--- src/rcpe_map.svh ---
`ifndef RCPE_MAP_SVH
`define RCPE_MAP_SVH
// Command codes
`define C_PWRUP 8'h01
`define C_REV 8'h10
`define C_PWRDN 8'h11
`define C_SETP 8'h12
`define C_GETP 8'h13
`define C_TUNE 8'h20
`define C_SEEK 8'h21
`define C_TSTAT 8'h22
`define C_QSTAT 8'h23
`define C_DSTAT 8'h24
// Serial control bytes
`define K_WR 8'h48
`define K_RD1 8'h80
`define K_RD16 8'hc0
`define K_RD1G 8'ha0
`define K_RD16G 8'he0
// Frame lengths in bits
`define W_BITS 8'h40
`define R_BITS1 8'h08
`define R_BITS16 8'h80
// Property numbers
`define P_DEEMPH 16'h1100
`define P_STEREO 16'h1105
`define P_MONO 16'h1106
`define P_QSEL 16'h1200
`define P_SMUTE 16'h1302
`define P_LOWER 16'h1400
`define P_UPPER 16'h1401
`define P_STEP 16'h1402
`define P_SNR 16'h1403
`define P_RSSI 16'h1404
`define P_DSSEL 16'h1500
`define P_DSTHR 16'h1501
`define P_DSCFG 16'h1502
`define P_VOL 16'h4000
`define P_MUTE 16'h4001
// Property table slots
`define I_DEEMPH 4'h0
`define I_STEREO 4'h1
`define I_MONO 4'h2
`define I_QSEL 4'h3
`define I_SMUTE 4'h4
`define I_LOWER 4'h5
`define I_UPPER 4'h6
`define I_STEP 4'h7
`define I_SNR 4'h8
`define I_RSSI 4'h9
`define I_DSSEL 4'ha
`define I_DSTHR 4'hb
`define I_DSCFG 4'hc
`define I_VOL 4'hd
`define I_MUTE 4'he
`define I_NONE 4'hf
// Property defaults
`define D_DEEMPH 16'h0002
`define D_STEREO 16'h0031
`define D_MONO 16'h001e
`define D_QSEL 16'h0000
`define D_SMUTE 16'h0010
`define D_LOWER 16'h222e
`define D_UPPER 16'h2a26
`define D_STEP 16'h000a
`define D_SNR 16'h0003
`define D_RSSI 16'h0014
`define D_DSSEL 16'h0000
`define D_DSTHR 16'h0000
`define D_DSCFG 16'h0000
`define D_VOL 16'h003f
`define D_MUTE 16'h0000
// Argument bit positions
`define A_XTAL 4
`define A_DIG 0
`define A_UP 3
`define A_WRAP 2
`define A_ACK 0
`endif

--- src/rcpe_pkg.sv ---
package rcpe_pkg;
`include "rcpe_map.svh"
typedef enum logic [2:0] {SER_IDLE, SER_CTRL, SER_WRITE, SER_READ, SER_HOLD} rcpe_ser_t;
typedef enum logic [1:0] {EX_IDLE, EX_RUN, EX_SEEK} rcpe_exec_t;
endpackage : rcpe_pkg
--- src/rcpe_core.sv ---
`timescale 1ns/100ps
`include "rcpe_map.svh"

// Summary of operation
// - Each general output drives low, high or floats.
// - Output two can carry interrupts; output three crystal or bit clock.
// - Reset low clears everything to defaults and holds the serial port idle.
// - Reset high resumes operation with default settings.
// - Powerdown stops radio logic but the serial port still takes commands.
// - A command byte plus arguments is written, then executed.
// - Every response starts with a status byte: interrupts and clear-to-send.
// - Code 01 powers up and picks audio output and clock source.
// - Code 10 returns revision; code 11 powers down.
// - Code 12 writes a property; code 13 reads one back.
// - Codes 20, 21, 22: tune, seek, report tune or seek status.
// - Codes 23, 24: signal quality and data-service status with FIFO pop.
// - Property 1100 selects de-emphasis, default 2.
// - Property 1105 is the stereo blend level, default 31 hex.
// - Property 1106 is the mono blend level, default 1e hex.
// - Property 1302 is soft-mute ceiling, default 16 dB, zero disables.
// - Properties 1400 and 1401 bound the seek band.
// - Property 1402 is the seek step, default 0a hex.
// - Valid channel needs SNR and strength at or above their thresholds.
// - Data received flag only once FIFO count reaches property 1501.
// - Property 4000 sets volume; 4001 mutes left and right separately.
// - Properties 1200 and 1500 choose interrupt sources, none by default.
// - A command write is eight bytes: code then seven arguments.
// - A response read is one or sixteen bytes, status first.
module rcpe_core
  import rcpe_pkg::*;
#(
  parameter int FIFO_DEPTH = 4,
  parameter int EXEC_CYCLES = 4,
  parameter logic [7:0] PART_CODE = 8'h5a, // Arbitrary value
  parameter logic [7:0] FW_CODE = 8'h11 // Arbitrary value
)
(
  input wire logic clk,
  input wire logic reset_n,
  input wire logic sclkPin,
  input wire logic serialEnable_n,
  input wire logic sdioIn,
  output logic sdioOut,
  output logic sdioOe,
  input wire logic [2:0] outputDriveEnable,
  input wire logic [2:0] outputDriveLevel,
  input wire logic irqOnOutputTwo,
  input wire logic [1:0] outputThreeFunction,
  input wire logic audioBitClock,
  input wire logic [7:0] rssiLevel,
  input wire logic [7:0] snrLevel,
  input wire logic groupValid,
  input wire logic [63:0] groupData,
  output logic generalOutputOne,
  output logic generalOutputOneOe,
  output logic generalOutputTwoIrq,
  output logic generalOutputTwoIrqOe,
  output logic generalOutputThree,
  output logic generalOutputThreeOe,
  output logic analogEnable,
  output logic digitalAudioEnable,
  output logic crystalEnable,
  output logic [15:0] tunedFrequency,
  output logic [15:0] deemphasisSelect,
  output logic [15:0] stereoBlendLevel,
  output logic [15:0] monoBlendLevel,
  output logic [15:0] softMuteCeiling,
  output logic [15:0] volumeLevel,
  output logic [15:0] muteControl,
  output logic [15:0] dataServiceSetup
);

  localparam int PW = $clog2(FIFO_DEPTH);
  localparam int CW = $clog2(FIFO_DEPTH + 1);

  typedef struct packed {
    logic [1:0] sclkS;
    logic [1:0] senS;
    logic [1:0] sdioS;
    logic sclkP;
    rcpe_ser_t ser;
    logic [7:0] bits;
    logic [6:0] ctlSh;
    logic [63:0] cmd;
    logic [127:0] rdSh;
    logic rdLong;
    logic rdPin;
    logic sdOut;
    logic sdOe;
    logic g1Rd;
    rcpe_exec_t ex;
    logic [7:0] exCnt;
    logic cts;
    logic err;
    logic stc;
    logic qInt;
    logic valid;
    logic limit;
    logic pwr;
    logic dig;
    logic xtal;
    logic seekUp;
    logic seekWrap;
    logic seekEval;
    logic tuneOnly;
    logic [15:0] freq;
    logic [15:0] seekStart;
    logic [119:0] resp;
    logic [14:0][15:0] props;
    logic [FIFO_DEPTH-1:0][63:0] fifo;
    logic [PW-1:0] wp;
    logic [PW-1:0] rp;
    logic [CW-1:0] cnt;
    logic g1;
    logic g1Oe;
    logic g2;
    logic g2Oe;
    logic g3;
    logic g3Oe;
  } rcpe_state_t;

  rcpe_state_t q;
  rcpe_state_t d;

  // Property number to table slot
  function automatic logic [3:0] propIdx(input logic [15:0] p);
    case (p)
      `P_DEEMPH: return `I_DEEMPH;
      `P_STEREO: return `I_STEREO;
      `P_MONO: return `I_MONO;
      `P_QSEL: return `I_QSEL;
      `P_SMUTE: return `I_SMUTE;
      `P_LOWER: return `I_LOWER;
      `P_UPPER: return `I_UPPER;
      `P_STEP: return `I_STEP;
      `P_SNR: return `I_SNR;
      `P_RSSI: return `I_RSSI;
      `P_DSSEL: return `I_DSSEL;
      `P_DSTHR: return `I_DSTHR;
      `P_DSCFG: return `I_DSCFG;
      `P_VOL: return `I_VOL;
      `P_MUTE: return `I_MUTE;
      default: return `I_NONE;
    endcase
  endfunction : propIdx

  // Default value of each slot
  function automatic logic [15:0] propDef(input logic [3:0] i);
    case (i)
      `I_DEEMPH: return `D_DEEMPH;
      `I_STEREO: return `D_STEREO;
      `I_MONO: return `D_MONO;
      `I_QSEL: return `D_QSEL;
      `I_SMUTE: return `D_SMUTE;
      `I_LOWER: return `D_LOWER;
      `I_UPPER: return `D_UPPER;
      `I_STEP: return `D_STEP;
      `I_SNR: return `D_SNR;
      `I_RSSI: return `D_RSSI;
      `I_DSSEL: return `D_DSSEL;
      `I_DSTHR: return `D_DSTHR;
      `I_DSCFG: return `D_DSCFG;
      `I_VOL: return `D_VOL;
      `I_MUTE: return `D_MUTE;
      default: return 16'h0000;
    endcase
  endfunction : propDef

  // Whole next-state computation
  always_comb
  begin
    logic rise;
    logic fall;
    logic sdi;
    logic senHi;
    logic pop;
    logic push;
    logic okNow;
    logic groupsReady;
    logic dsIrq;
    logic lo;
    logic hi;
    logic fin;
    logic [7:0] ctl;
    logic [7:0] c;
    logic [7:0] a1;
    logic [7:0] a2;
    logic [7:0] a3;
    logic [7:0] a4;
    logic [7:0] a5;
    logic [7:0] st;
    logic [3:0] pi;
    logic [15:0] nf;
    d = q;
    // Pins pass two flops before anything looks at them
    d.sclkS = {q.sclkS[0], sclkPin};
    d.senS = {q.senS[0], serialEnable_n};
    d.sdioS = {q.sdioS[0], sdioIn};
    d.sclkP = q.sclkS[1];
    rise = q.sclkS[1] & ~q.sclkP;
    fall = ~q.sclkS[1] & q.sclkP;
    senHi = q.senS[1];
    sdi = q.sdioS[1];
    ctl = {q.ctlSh, sdi};
    c = q.cmd[63:56];
    a1 = q.cmd[55:48];
    a2 = q.cmd[47:40];
    a3 = q.cmd[39:32];
    a4 = q.cmd[31:24];
    a5 = q.cmd[23:16];
    pi = propIdx({a2, a3});
    okNow = ({8'h00, rssiLevel} >= q.props[`I_RSSI]) && ({8'h00, snrLevel} >= q.props[`I_SNR]);
    groupsReady = (q.cnt != '0) && (16'(q.cnt) >= q.props[`I_DSTHR]);
    dsIrq = groupsReady & q.props[`I_DSSEL][0];
    lo = {8'h00, rssiLevel} < q.props[`I_MONO];
    hi = {8'h00, rssiLevel} >= q.props[`I_STEREO];
    st = {q.cts, q.err, 2'b00, q.qInt, dsIrq, 1'b0, q.stc};
    push = groupValid && q.pwr && (q.cnt != CW'(FIFO_DEPTH));
    pop = 1'b0;
    fin = 1'b0;
    nf = q.freq;

    // Command execution
    unique case (q.ex)
      EX_IDLE: ;
      EX_RUN:
      begin
        d.exCnt = q.exCnt + 8'h01;
        if (q.exCnt == 8'(EXEC_CYCLES - 1))
        begin
          d.ex = EX_IDLE;
          d.cts = 1'b1;
          d.err = 1'b0;
          d.resp = '0;
          if (!q.pwr && c != `C_PWRUP)
            d.err = 1'b1;
          else
          begin
            case (c)
              `C_PWRUP:
              begin
                d.pwr = 1'b1;
                d.xtal = a1[`A_XTAL];
                d.dig = a2[`A_DIG];
              end
              `C_REV: d.resp = {PART_CODE, FW_CODE, 104'h0};
              `C_PWRDN:
              begin
                d.pwr = 1'b0;
                d.dig = 1'b0;
                d.xtal = 1'b0;
              end
              `C_SETP:
                if (pi == `I_NONE)
                  d.err = 1'b1;
                else
                  d.props[pi] = {a4, a5};
              `C_GETP:
                if (pi == `I_NONE)
                  d.err = 1'b1;
                else
                  d.resp = {8'h00, q.props[pi], 96'h0};
              `C_TUNE, `C_SEEK:
              begin
                // Completion is signalled by the seek engine
                d.ex = EX_SEEK;
                d.cts = 1'b0;
                d.tuneOnly = (c == `C_TUNE);
                d.seekEval = (c == `C_TUNE);
                d.freq = (c == `C_TUNE) ? {a2, a3} : q.freq;
                d.seekStart = q.freq;
                d.seekUp = a1[`A_UP];
                d.seekWrap = a1[`A_WRAP];
              end
              `C_TSTAT:
              begin
                if (a1[`A_ACK])
                  d.stc = 1'b0;
                d.resp = {q.limit, 6'h00, q.valid, q.freq, rssiLevel, snrLevel, 80'h0};
              end
              `C_QSTAT:
              begin
                if (a1[`A_ACK])
                  d.qInt = 1'b0;
                d.resp = {6'h00, hi, lo, 8'h00, {hi, 7'h00}, rssiLevel, snrLevel, 80'h0};
              end
              `C_DSTAT:
              begin
                pop = (q.cnt != '0);
                d.resp = {7'h00, groupsReady, 8'h00, 8'(q.cnt), pop ? q.fifo[q.rp] : 64'h0, 32'h0};
              end
              default: d.err = 1'b1;
            endcase
          end
        end
      end
      EX_SEEK:
      begin
        // Alternate a step cycle with an evaluate cycle
        if (q.seekEval)
        begin
          if (okNow || q.tuneOnly)
          begin
            fin = 1'b1;
            d.valid = okNow;
            d.limit = 1'b0;
          end
          else
            d.seekEval = 1'b0;
        end
        else
        begin
          nf = q.seekUp ? q.freq + q.props[`I_STEP] : q.freq - q.props[`I_STEP];
          if (q.seekUp ? nf > q.props[`I_UPPER] : nf < q.props[`I_LOWER])
            nf = q.seekUp ? q.props[`I_LOWER] : q.props[`I_UPPER];
          if ((q.freq == (q.seekUp ? q.props[`I_UPPER] : q.props[`I_LOWER]) && !q.seekWrap)
              || nf == q.seekStart)
          begin
            // Band edge without wrap, or full circle: give up
            fin = 1'b1;
            d.valid = 1'b0;
            d.limit = 1'b1;
          end
          else
          begin
            d.freq = nf;
            d.seekEval = 1'b1;
          end
        end
        if (fin)
        begin
          d.ex = EX_IDLE;
          d.cts = 1'b1;
          d.stc = 1'b1;
        end
      end
      default: d.ex = EX_IDLE;
    endcase

    // Quality interrupt set after the ack, so a new event wins
    if (q.pwr && ((q.props[`I_QSEL][0] & lo) | (q.props[`I_QSEL][1] & hi)))
      d.qInt = 1'b1;

    // Data-service FIFO; overflow drops the new group
    if (push)
    begin
      d.fifo[q.wp] = groupData;
      d.wp = q.wp + PW'(1);
    end
    if (pop)
      d.rp = q.rp + PW'(1);
    d.cnt = q.cnt + CW'(push) - CW'(pop);

    // Serial port framing
    if (senHi)
    begin
      // Only a complete eight-byte write is executed; aborts are dropped
      if (q.ser == SER_WRITE && q.bits == `W_BITS && q.ex == EX_IDLE)
      begin
        d.ex = EX_RUN;
        d.exCnt = '0;
        d.cts = 1'b0;
      end
      d.ser = SER_IDLE;
      d.sdOe = 1'b0;
      d.g1Rd = 1'b0;
    end
    else
    begin
      unique case (q.ser)
        SER_IDLE:
        begin
          d.ser = SER_CTRL;
          d.bits = '0;
        end
        SER_CTRL:
          if (rise)
          begin
            d.ctlSh = ctl[6:0];
            d.bits = q.bits + 8'h01;
            if (q.bits == 8'h07)
            begin
              d.bits = '0;
              d.rdSh = {st, q.resp};
              d.rdLong = ctl[6];
              d.rdPin = ctl[5];
              case (ctl)
                `K_WR: d.ser = (q.cts && q.ex == EX_IDLE) ? SER_WRITE : SER_HOLD;
                `K_RD1, `K_RD16, `K_RD1G, `K_RD16G: d.ser = SER_READ;
                default: d.ser = SER_HOLD;
              endcase
            end
          end
        SER_WRITE:
          if (rise && q.bits != `W_BITS)
          begin
            d.cmd = {q.cmd[62:0], sdi};
            d.bits = q.bits + 8'h01;
          end
        SER_READ:
          if (fall)
          begin
            if (q.bits != (q.rdLong ? `R_BITS16 : `R_BITS1))
            begin
              d.sdOut = q.rdSh[127];
              d.rdSh = {q.rdSh[126:0], 1'b0};
              d.bits = q.bits + 8'h01;
              d.sdOe = ~q.rdPin;
              d.g1Rd = q.rdPin;
            end
            else
            begin
              d.sdOe = 1'b0;
              d.g1Rd = 1'b0;
            end
          end
        SER_HOLD: ;
        default: d.ser = SER_IDLE;
      endcase
    end

    // General outputs, registered so the pins never glitch
    d.g1 = d.g1Rd ? d.sdOut : outputDriveLevel[0];
    d.g1Oe = d.g1Rd | outputDriveEnable[0];
    if (irqOnOutputTwo)
    begin
      d.g2 = ~(q.stc | q.qInt | dsIrq);
      d.g2Oe = 1'b1;
    end
    else
    begin
      d.g2 = outputDriveLevel[1];
      d.g2Oe = outputDriveEnable[1];
    end
    if (outputThreeFunction == 2'h1)
    begin
      d.g3 = 1'b0;
      d.g3Oe = 1'b0;
    end
    else if (outputThreeFunction == 2'h2 && q.dig)
    begin
      d.g3 = audioBitClock;
      d.g3Oe = 1'b1;
    end
    else
    begin
      d.g3 = outputDriveLevel[2];
      d.g3Oe = outputDriveEnable[2];
    end

    // Synchronous reset to defaults; port held idle meanwhile
    if (!reset_n)
    begin
      d = '0;
      d.senS = 2'b11;
      d.cts = 1'b1;
      for (int i = 0; i < 15; i++)
        d.props[i] = propDef(4'(i));
    end
  end

  // Single state register
  always_ff @(posedge clk)
  begin
    q <= d;
  end

  assign sdioOut = q.sdOut;
  assign sdioOe = q.sdOe;
  assign generalOutputOne = q.g1;
  assign generalOutputOneOe = q.g1Oe;
  assign generalOutputTwoIrq = q.g2;
  assign generalOutputTwoIrqOe = q.g2Oe;
  assign generalOutputThree = q.g3;
  assign generalOutputThreeOe = q.g3Oe;
  assign analogEnable = q.pwr;
  assign digitalAudioEnable = q.dig;
  assign crystalEnable = q.xtal;
  assign tunedFrequency = q.freq;
  assign deemphasisSelect = q.props[`I_DEEMPH];
  assign stereoBlendLevel = q.props[`I_STEREO];
  assign monoBlendLevel = q.props[`I_MONO];
  assign softMuteCeiling = q.props[`I_SMUTE];
  assign volumeLevel = q.props[`I_VOL];
  assign muteControl = q.props[`I_MUTE];
  assign dataServiceSetup = q.props[`I_DSCFG];

endmodule : rcpe_core

--- config.mk ---
export PLATFORM = sky130hd
export DESIGN_NAME = rcpe_core
export DESIGN_NICKNAME = d
export VERILOG_FILES = /design/src/rcpe_pkg.sv /design/src/rcpe_core.sv
export VERILOG_INCLUDE_DIRS = /design/src
export SDC_FILE = /design/constraint.sdc
export NUM_CORES = 2
export LEC_CHECK = 0
export BUFFER_PORTS_ARGS = -buffer_cell sky130_fd_sc_hd__buf_2
export CELL_PAD_IN_SITES_DETAIL_PLACEMENT = 0
export CELL_PAD_IN_SITES_GLOBAL_PLACEMENT = 1
export CORE_UTILIZATION = 45
export CTS_CLUSTER_SIZE = 24
export DETAILED_ROUTE_END_ITERATION = 12
export HOLD_SLACK_MARGIN = 0.1
export PLACE_DENSITY = 0.87
export SETUP_SLACK_MARGIN = 0.3
export SYNTH_ARGS = -nofsm -noshare
export SYNTH_HDL_FRONTEND = slang
export SYNTH_SLANG_ARGS = --single-unit
export TNS_END_PERCENT = 30
--- constraint.sdc ---
create_clock -name clk -period 7.16 [get_ports clk]
set_input_delay 0 -clock clk [delete_from_list [all_inputs] [get_ports clk]]
set_output_delay 0 -clock clk [all_outputs]
set_load 0.1 [all_outputs]
Yosys cells after proc, flatten, opt, wreduce, memory -nomap -nowiden
Cells that the tools add are included.

Input port bits: 96. Output and inout port bits: 139. Logic and storage cells: 308. Register bits: 906.

Magnitude comparators: 12. Reduce and logical (&&, ||, !) cells: 53. Equal/unequal tests: 64. Bitwise logic cells: 18. Multiplexer cells: 93. $add $sub $neg: 8.

Operators with widths (count): $mux W394 (2); $pmux W120 S5 (1); $mux W240 (2); $mux W130 (2); $bwmux W256 (1); $mux W128 (2); $pmux W128 S2 (1); $bwmux W240 (1); $eq A16 B13 Y1 const B (13); $mux W64 (3); $mux W16 (11); $bmux W64 S2 (1); $demux W64 S2 (1); $mux W112 (1); $bmux W16 S4 (1); $demux W16 S4 (1); $pmux W4 S15 (1); $ge A8 B16 Y1 (3); $eq A8 B6 Y1 const B (5); $mux W8 (5); $mux W34 (1); $mux W11 (3); $eq A16 B15 Y1 const B (2); $eq A16 B16 Y1 (2); other kinds (64) (182).

Depth between registers and ports, before layout
Depth after elaboration: 16. Mapped depth: 29. Depth with buffers taken out: 24.

Least setup slack after synthesis
OpenSTA, ideal clock, no wires.

Path kind: reg2reg. From: register q[664] (netlist name). To: register q, in the netlist tunedFrequency[10]. Path buffers: 7. Period minus slack after synthesis: 6357 ps. Cell stages (with the launch flop): 29. Data required time: 7088 ps. Library setup time: 72 ps. Arrival: 6286 ps. Path slack: 803 ps. Path through: dfxtp_1 buf_6 clkbuf_1 clkbuf_1 buf_1 a21oi_1 xor2_1 ha_1 a21o_1 a21o_1 a2111oi_0 o21ai_1 o21a_1 xor2_1 ha_1 a21oi_1 nand2_1 a211o_1 a211o_1 a32oi_1 buf_6 clkbuf_4 mux2i_1 xnor2_2 nor4_2 a311oi_2 o21ai_4 buf_12 mux2i_1.

Word-level cells in the longest chain between the ends: 10.

RTL lines: start: declaration (line rcpe_core.sv:122) `rcpe_state_t q;`; start signal: assignment (line rcpe_core.sv:465) `q <= d;`; $mux W16 (line rcpe_core.sv:313) `` nf = q.seekUp ? q.freq + q.props[`I_STEP] : q.freq - q.props[`I_STEP]; ``; $lt A16 B16 Y1 / $gt A16 B16 Y1 (equally long branches) (line rcpe_core.sv:314) `` if (q.seekUp ? nf > q.props[`I_UPPER] : nf < q.props[`I_LOWER]) ``; $mux W1 (line rcpe_core.sv:314); $mux W16 (line rcpe_core.sv:314); $mux W16 (line rcpe_core.sv:300) `if (q.seekEval)`; $mux W16 (line rcpe_core.sv:224) `unique case (q.ex)`; $eq A16 B16 Y1 (line rcpe_core.sv:317) `|| nf == q.seekStart)`; $logic_or A1 B1 Y1 (line rcpe_core.sv:316) `` if ((q.freq == (q.seekUp ? q.props[`I_UPPER] : q.props[`I_LOWER]) && !q.seekWrap) ``; $ne A2 B2 Y1 (no source line); $reduce_and A7 Y1 (no source line).

Parallel ways exist; a longest one is shown, timed or not. The select of a mux whose other input is x is not followed. A chain may end at the register's enable or synchronous reset.

Final worst setup path
From: register q[383] (netlist name). To: register q, in the netlist tunedFrequency[0].

Word-level cells in the longest chain between the ends: 11.

RTL lines (line): $sub A16 B16 Y16 / $add A16 B16 Y16 (equally long branches) (rcpe_core.sv:313); $mux W16 (*) (rcpe_core.sv:313); $lt A16 B16 Y1 / $gt A16 B16 Y1 (equally long branches) (rcpe_core.sv:314); $mux W1 (rcpe_core.sv:314); $mux W16 (*) (rcpe_core.sv:314); $mux W16 (*) (rcpe_core.sv:300); $mux W16 (*) (rcpe_core.sv:224); $eq A16 B16 Y1 (rcpe_core.sv:317); $logic_or A1 B1 Y1 (rcpe_core.sv:316); $ne A2 B2 Y1 (no source line); $reduce_and A7 Y1 (no source line).

Mark *: on every way between the ends. The rest lies on a longest branch, timed or not. The select of a mux whose other input is x is not followed.

==> parameters.txt <==
Parameter                              Value

Status
  Status ... finished, final reports clean

Clocking
  Number of buffers inserted during clock tree synthesis ... 91
  Clock Tree Root ... sky130_fd_sc_hd__clkbuf_16
  Max H-tree Level ... 3
  Clock Sink Count ... 838
  Maximum number of buffers from clock root to sink ... 3
  Reg clk slew, reported paths ... 0.06 ns
  Clock tree from TritonCTS ... built
  Skew-Pair Late Insertion Delay ... 0.69 ns

Power
  Total internal power ... 7.57 mW
  Net switching share of the total power ... 22.6%
  Share of power burned in the clock network ... 49.9%
  Power share of the combinational group ... 2.4%
  Net load switching power ... 2.22 mW
  Power density cells ... 221 nW/um2
  Peak VDD IR ... 211 uV
  Leak ... 15.7 nW
  Power share of the sequential group ... 47.7%

Worst setup path
  Required time at the endpoint of the critical path ... 7.69 ns
  Crit. End Element ... flip-flop
  CP Max Fanout ... 15
  Critical path class ... reg2reg
  Cells on worst reg2reg path ... 25
  Launching element type of the critical path ... flip-flop
  Worst flop-to-flop path startpoint ... q[383]
  Data arrival time of the worst path ... 6.98 ns
  Timing startpoint of the critical path ... q[383]

Routing
  Violation count after the first detailed-route iteration ... 4,023
  Post-DRT Antenna Nets ... 0
  Total wire length ... 130,000 um
  Remaining DRCs ... 0
  DR vias/cell ... 5.82
  Per-cell routed wire length ... 21.3 um
  Vias post-DR ... 35,607
  Number of iterations in the first detailed-routing pass ... 6

Die
  Effective utilization at floorplan ... 45.7%
  CORE AREA ... 85,700 um2
  Width of the die ... 297 um
  Die Y ... 297 um
  Die Area ... 88,200 um2
  Top-level port count ... 235
  Number of placement rows ... 107

Worst hold path
  Startpoint of the lowest-slack hold path ... groupData[24]
  Min-Delay Path Depth ... 4
  HP Class ... in2reg

Timing
  Max transition margin ... 14.4%
  Final min period ... 6.45 ns
  Clock Skew ... 0.0467 ns
  TNS Setup ... 0 ns
  Final-report hold violation count ... 0
  Transition at the pin with the smallest max-transition slack ... 1.28 ns
  Final-report setup violation count ... 0
  RSZ-0062 raised after global routing ... no
  Final slew viol count ... 0
  Final setup slack of the worst path ... 0.710 ns
  Max Freq ... 0.155 GHz
  Share of the cycle needed by the critical path after routing ... 90.1%

Place
  Port Buffers ... 234
  Routability congestion estimate ... 0.960
  Worst slack after detailed placement ... 0.434 ns
  Detailed Place HPWL ... 83,100 um

GRT
  All-layer global routing usage ... 28.5%
  Wire length of the first global-routing pass ... 199,000 um
  Gr ovfl total ... 0
  Pin count of the biggest net entering global routing ... 204
  Via count of the first global-routing pass ... 32,875
  Number of antenna violations at the first check in global routing ... 4

Yosys
  Post-synthesis share of cell area spent on xor and xnor gates ... 1.80%
  Post-synth EDFFs ... 0
  Synthesized area ... 39,200 um2
  Post-synthesis share of cell area spent on and, or, nand and nor gates ... 20.9%
  Share of the yosys chip area belonging to registers ... 42.8%
  Yosys warning count ... 0
  Fraction of synthesized area in multiplexers ... 5.50%
  Cell count after synthesis ... 4,887
  Largest family of logic cells by synthesized area ... simple AND/OR/NAND/NOR gates
  Adder-cell area share of the yosys netlist ... 3.17%
  Mean instance size in the synthesized netlist ... 8.02 um2
  Count of state elements after synthesis ... 838
  Main synth FF type ... sky130_fd_sc_hd__dfxtp_1
  Net count after synthesis ... 5,081
  Fraction of registers with async set/reset ... 0%
  Compound-gate portion of the synthesized area ... 18.6%
  Number of different library cells in the post-synthesis netlist ... 101

Layout
  Filler Cells Inserted ... 8,226
  Sequential cell area ... 16,800 um2
  Area of combinational cells with multiple inputs ... 19,700 um2
  Nets ... 5,094
  P&R area growth vs syn ... 13.1%
  Layout cells sized above 1 ... 11.9%

Run
  Max-Cap Viols ... 0
[routing by layer]
| layer | GRT usage (%) | part of all wire, % | vias up |
|---|---|---|---|
| li1 | - | - | 16780 |
| met1 | 38.1 | 42 | 17014 |
| met2 | 46.3 | 46 | 1509 |
| met3 | 4.05 | 7.9 | 300 |
| met4 | 10.9 | 3.7 | 4 |
| met5 | 0 | 0.019 | - |
[final timing paths]
| path | to | slack [ns] |
|---|---|---|
| setup / recovery | tunedFrequency[0] | 0.71 |
| hold / removal | q[229] | 0.13 |
| setup reg to reg | tunedFrequency[0] | 0.71 |
| hold reg to reg | q[903] | 0.42 |
[cell usage in the layout, fill, tap and decap left out, types with 8 or more instances in the layout]
cell type / instances
sky130_fd_sc_hd__nand2_1: 1307
sky130_fd_sc_hd__nor2_1: 298
sky130_fd_sc_hd__nor4_1: 23
sky130_fd_sc_hd__nand4_1: 24
sky130_fd_sc_hd__and3_1: 11
sky130_fd_sc_hd__mux2i_1: 66
sky130_fd_sc_hd__a31oi_1: 12
sky130_fd_sc_hd__a2111oi_0: 11
sky130_fd_sc_hd__mux4_2: 64
sky130_fd_sc_hd__ha_1: 96
sky130_fd_sc_hd__clkbuf_1: 18
sky130_fd_sc_hd__a221oi_1: 96
sky130_fd_sc_hd__dlygate4sd3_1: 105
sky130_fd_sc_hd__nor2b_1: 13
sky130_fd_sc_hd__nor3_1: 117
sky130_fd_sc_hd__nand3_1: 47
sky130_fd_sc_hd__nand2b_1: 27
sky130_fd_sc_hd__clkinv_2: 18
sky130_fd_sc_hd__xor2_1: 29
sky130_fd_sc_hd__a32oi_1: 8
sky130_fd_sc_hd__o22ai_1: 64
sky130_fd_sc_hd__o21ai_0: 71
sky130_fd_sc_hd__inv_1: 103
sky130_fd_sc_hd__o2111ai_1: 11
sky130_fd_sc_hd__clkbuf_8: 22
sky130_fd_sc_hd__dfxtp_1: 835
sky130_fd_sc_hd__a21oi_1: 639
sky130_fd_sc_hd__a21o_1: 27
sky130_fd_sc_hd__o22a_1: 9
sky130_fd_sc_hd__a22o_1: 26
sky130_fd_sc_hd__clkbuf_16: 91
sky130_fd_sc_hd__buf_2: 233
sky130_fd_sc_hd__and2_1: 19
sky130_fd_sc_hd__o21ai_1: 26
sky130_fd_sc_hd__buf_4: 65
sky130_fd_sc_hd__a22oi_1: 81
sky130_fd_sc_hd__o211ai_1: 34
sky130_fd_sc_hd__xnor2_1: 43
[synthesized netlist by cell type, drive strengths merged, types with 24 or more instances]
library cell	number	area share, %
a21o	27	0.52
a21oi	639	8.2
a221oi	97	2.2
a22o	30	0.68
a22oi	81	1.6
and2	25	0.40
buf	172	3.1
clkbuf	315	3.1
dfxtp	838	43
ha	96	3.1
inv	104	1.0
mux2i	69	1.8
mux4	64	3.7
nand2	1312	13
nand2b	27	0.43
nand3	48	0.61
nand4	24	0.38
nor2	304	3.0
nor3	122	1.6
nor4	29	0.59
o211ai	34	0.65
o21ai	98	1.3
o22ai	64	1.0
xnor2	46	1.1
xor2	32	0.72
[state kept, by name, indices dropped and copies added, names as in the netlist, 16 cells and up]
signal / flops
dataServiceSetup: 16
deemphasisSelect: 16
monoBlendLevel: 16
muteControl: 16
q: 699
softMuteCeiling: 16
stereoBlendLevel: 16
tunedFrequency: 16
volumeLevel: 16
[metrics by stage]
stage               power [mW]  util [%]  hold WS [ns]  cell area [um2]  cells
global route              10.0      51.7         0.141            44300   6120
global placement          4.96      46.7         0.186            40000   5840
floorplan                 4.88         -         0.101            39200   4887
CTS                       9.82      51.6         0.114            44200   6112
detailed placement        4.96      46.7         0.195            40000   5840
finish                    9.79      51.7         0.130            44300   6120
[kinds of logic after synthesis]
group	Yosys count
AO/OA/AOI/OAI	1183
flip-flops	838
multiplexers	135
XOR/XNOR	78
buffers and inverters	592
adder cells (fa/ha/maj)	98
AND/OR/NAND/NOR	1963
[power groups by stage]
stage	combinational (mW)	clock, mW	sequential (mW)
floorplan	0.0919	0	4.79
global placement	0.188	0	4.77
detailed placement	0.188	0	4.77
CTS	0.234	4.92	4.67
global route	0.253	5.11	4.67
finish	0.237	4.88	4.67
[area by class of cell]
cell class | instances | area share, %
repair buffers | 408 | 6.29
multi-input cells | 3457 | 44.6
inverters | 104 | 0.898
clock buffers | 131 | 5.98
clock inverters | 36 | 1.13
flip-flops and latches | 838 | 37.9
diodes | 2 | 0.0113
well taps | 1144 | 3.23
[critical path, stage by stage, from the launching register on]
cell and delay (ns):
sky130_fd_sc_hd__dfxtp_1 0.38, sky130_fd_sc_hd__or4_4 0.58, sky130_fd_sc_hd__nor2_1 0.19, sky130_fd_sc_hd__a31o_2 0.21
sky130_fd_sc_hd__o21ai_0 0.10, sky130_fd_sc_hd__xor2_1 0.16, sky130_fd_sc_hd__ha_1 0.40, sky130_fd_sc_hd__a21oi_1 0.42
sky130_fd_sc_hd__o21ai_0 0.20, sky130_fd_sc_hd__a221oi_2 0.22, sky130_fd_sc_hd__xnor2_1 0.27, sky130_fd_sc_hd__ha_1 0.34
sky130_fd_sc_hd__nand4_1 0.15, sky130_fd_sc_hd__a311oi_1 0.08, sky130_fd_sc_hd__a211o_1 0.28, sky130_fd_sc_hd__a211o_1 0.28
sky130_fd_sc_hd__a32oi_2 0.22, sky130_fd_sc_hd__buf_6 0.20, sky130_fd_sc_hd__buf_6 0.18, sky130_fd_sc_hd__mux2i_2 0.31
sky130_fd_sc_hd__xor2_2 0.22, sky130_fd_sc_hd__nor4_4 0.06, sky130_fd_sc_hd__a311oi_2 0.42, sky130_fd_sc_hd__o21ai_4 0.10
sky130_fd_sc_hd__buf_12 0.20, sky130_fd_sc_hd__mux2i_1 0.12
[timing repair]
action / CTS / global route
setup endpoints to repair: 0 / 23
hold endpoints to repair: 314 / 0
resized for setup: 0 / 12
buffers inserted: 0 / 6
hold buffers: 105 / 0
Note: power is estimated with default switching activity, not from simulation.
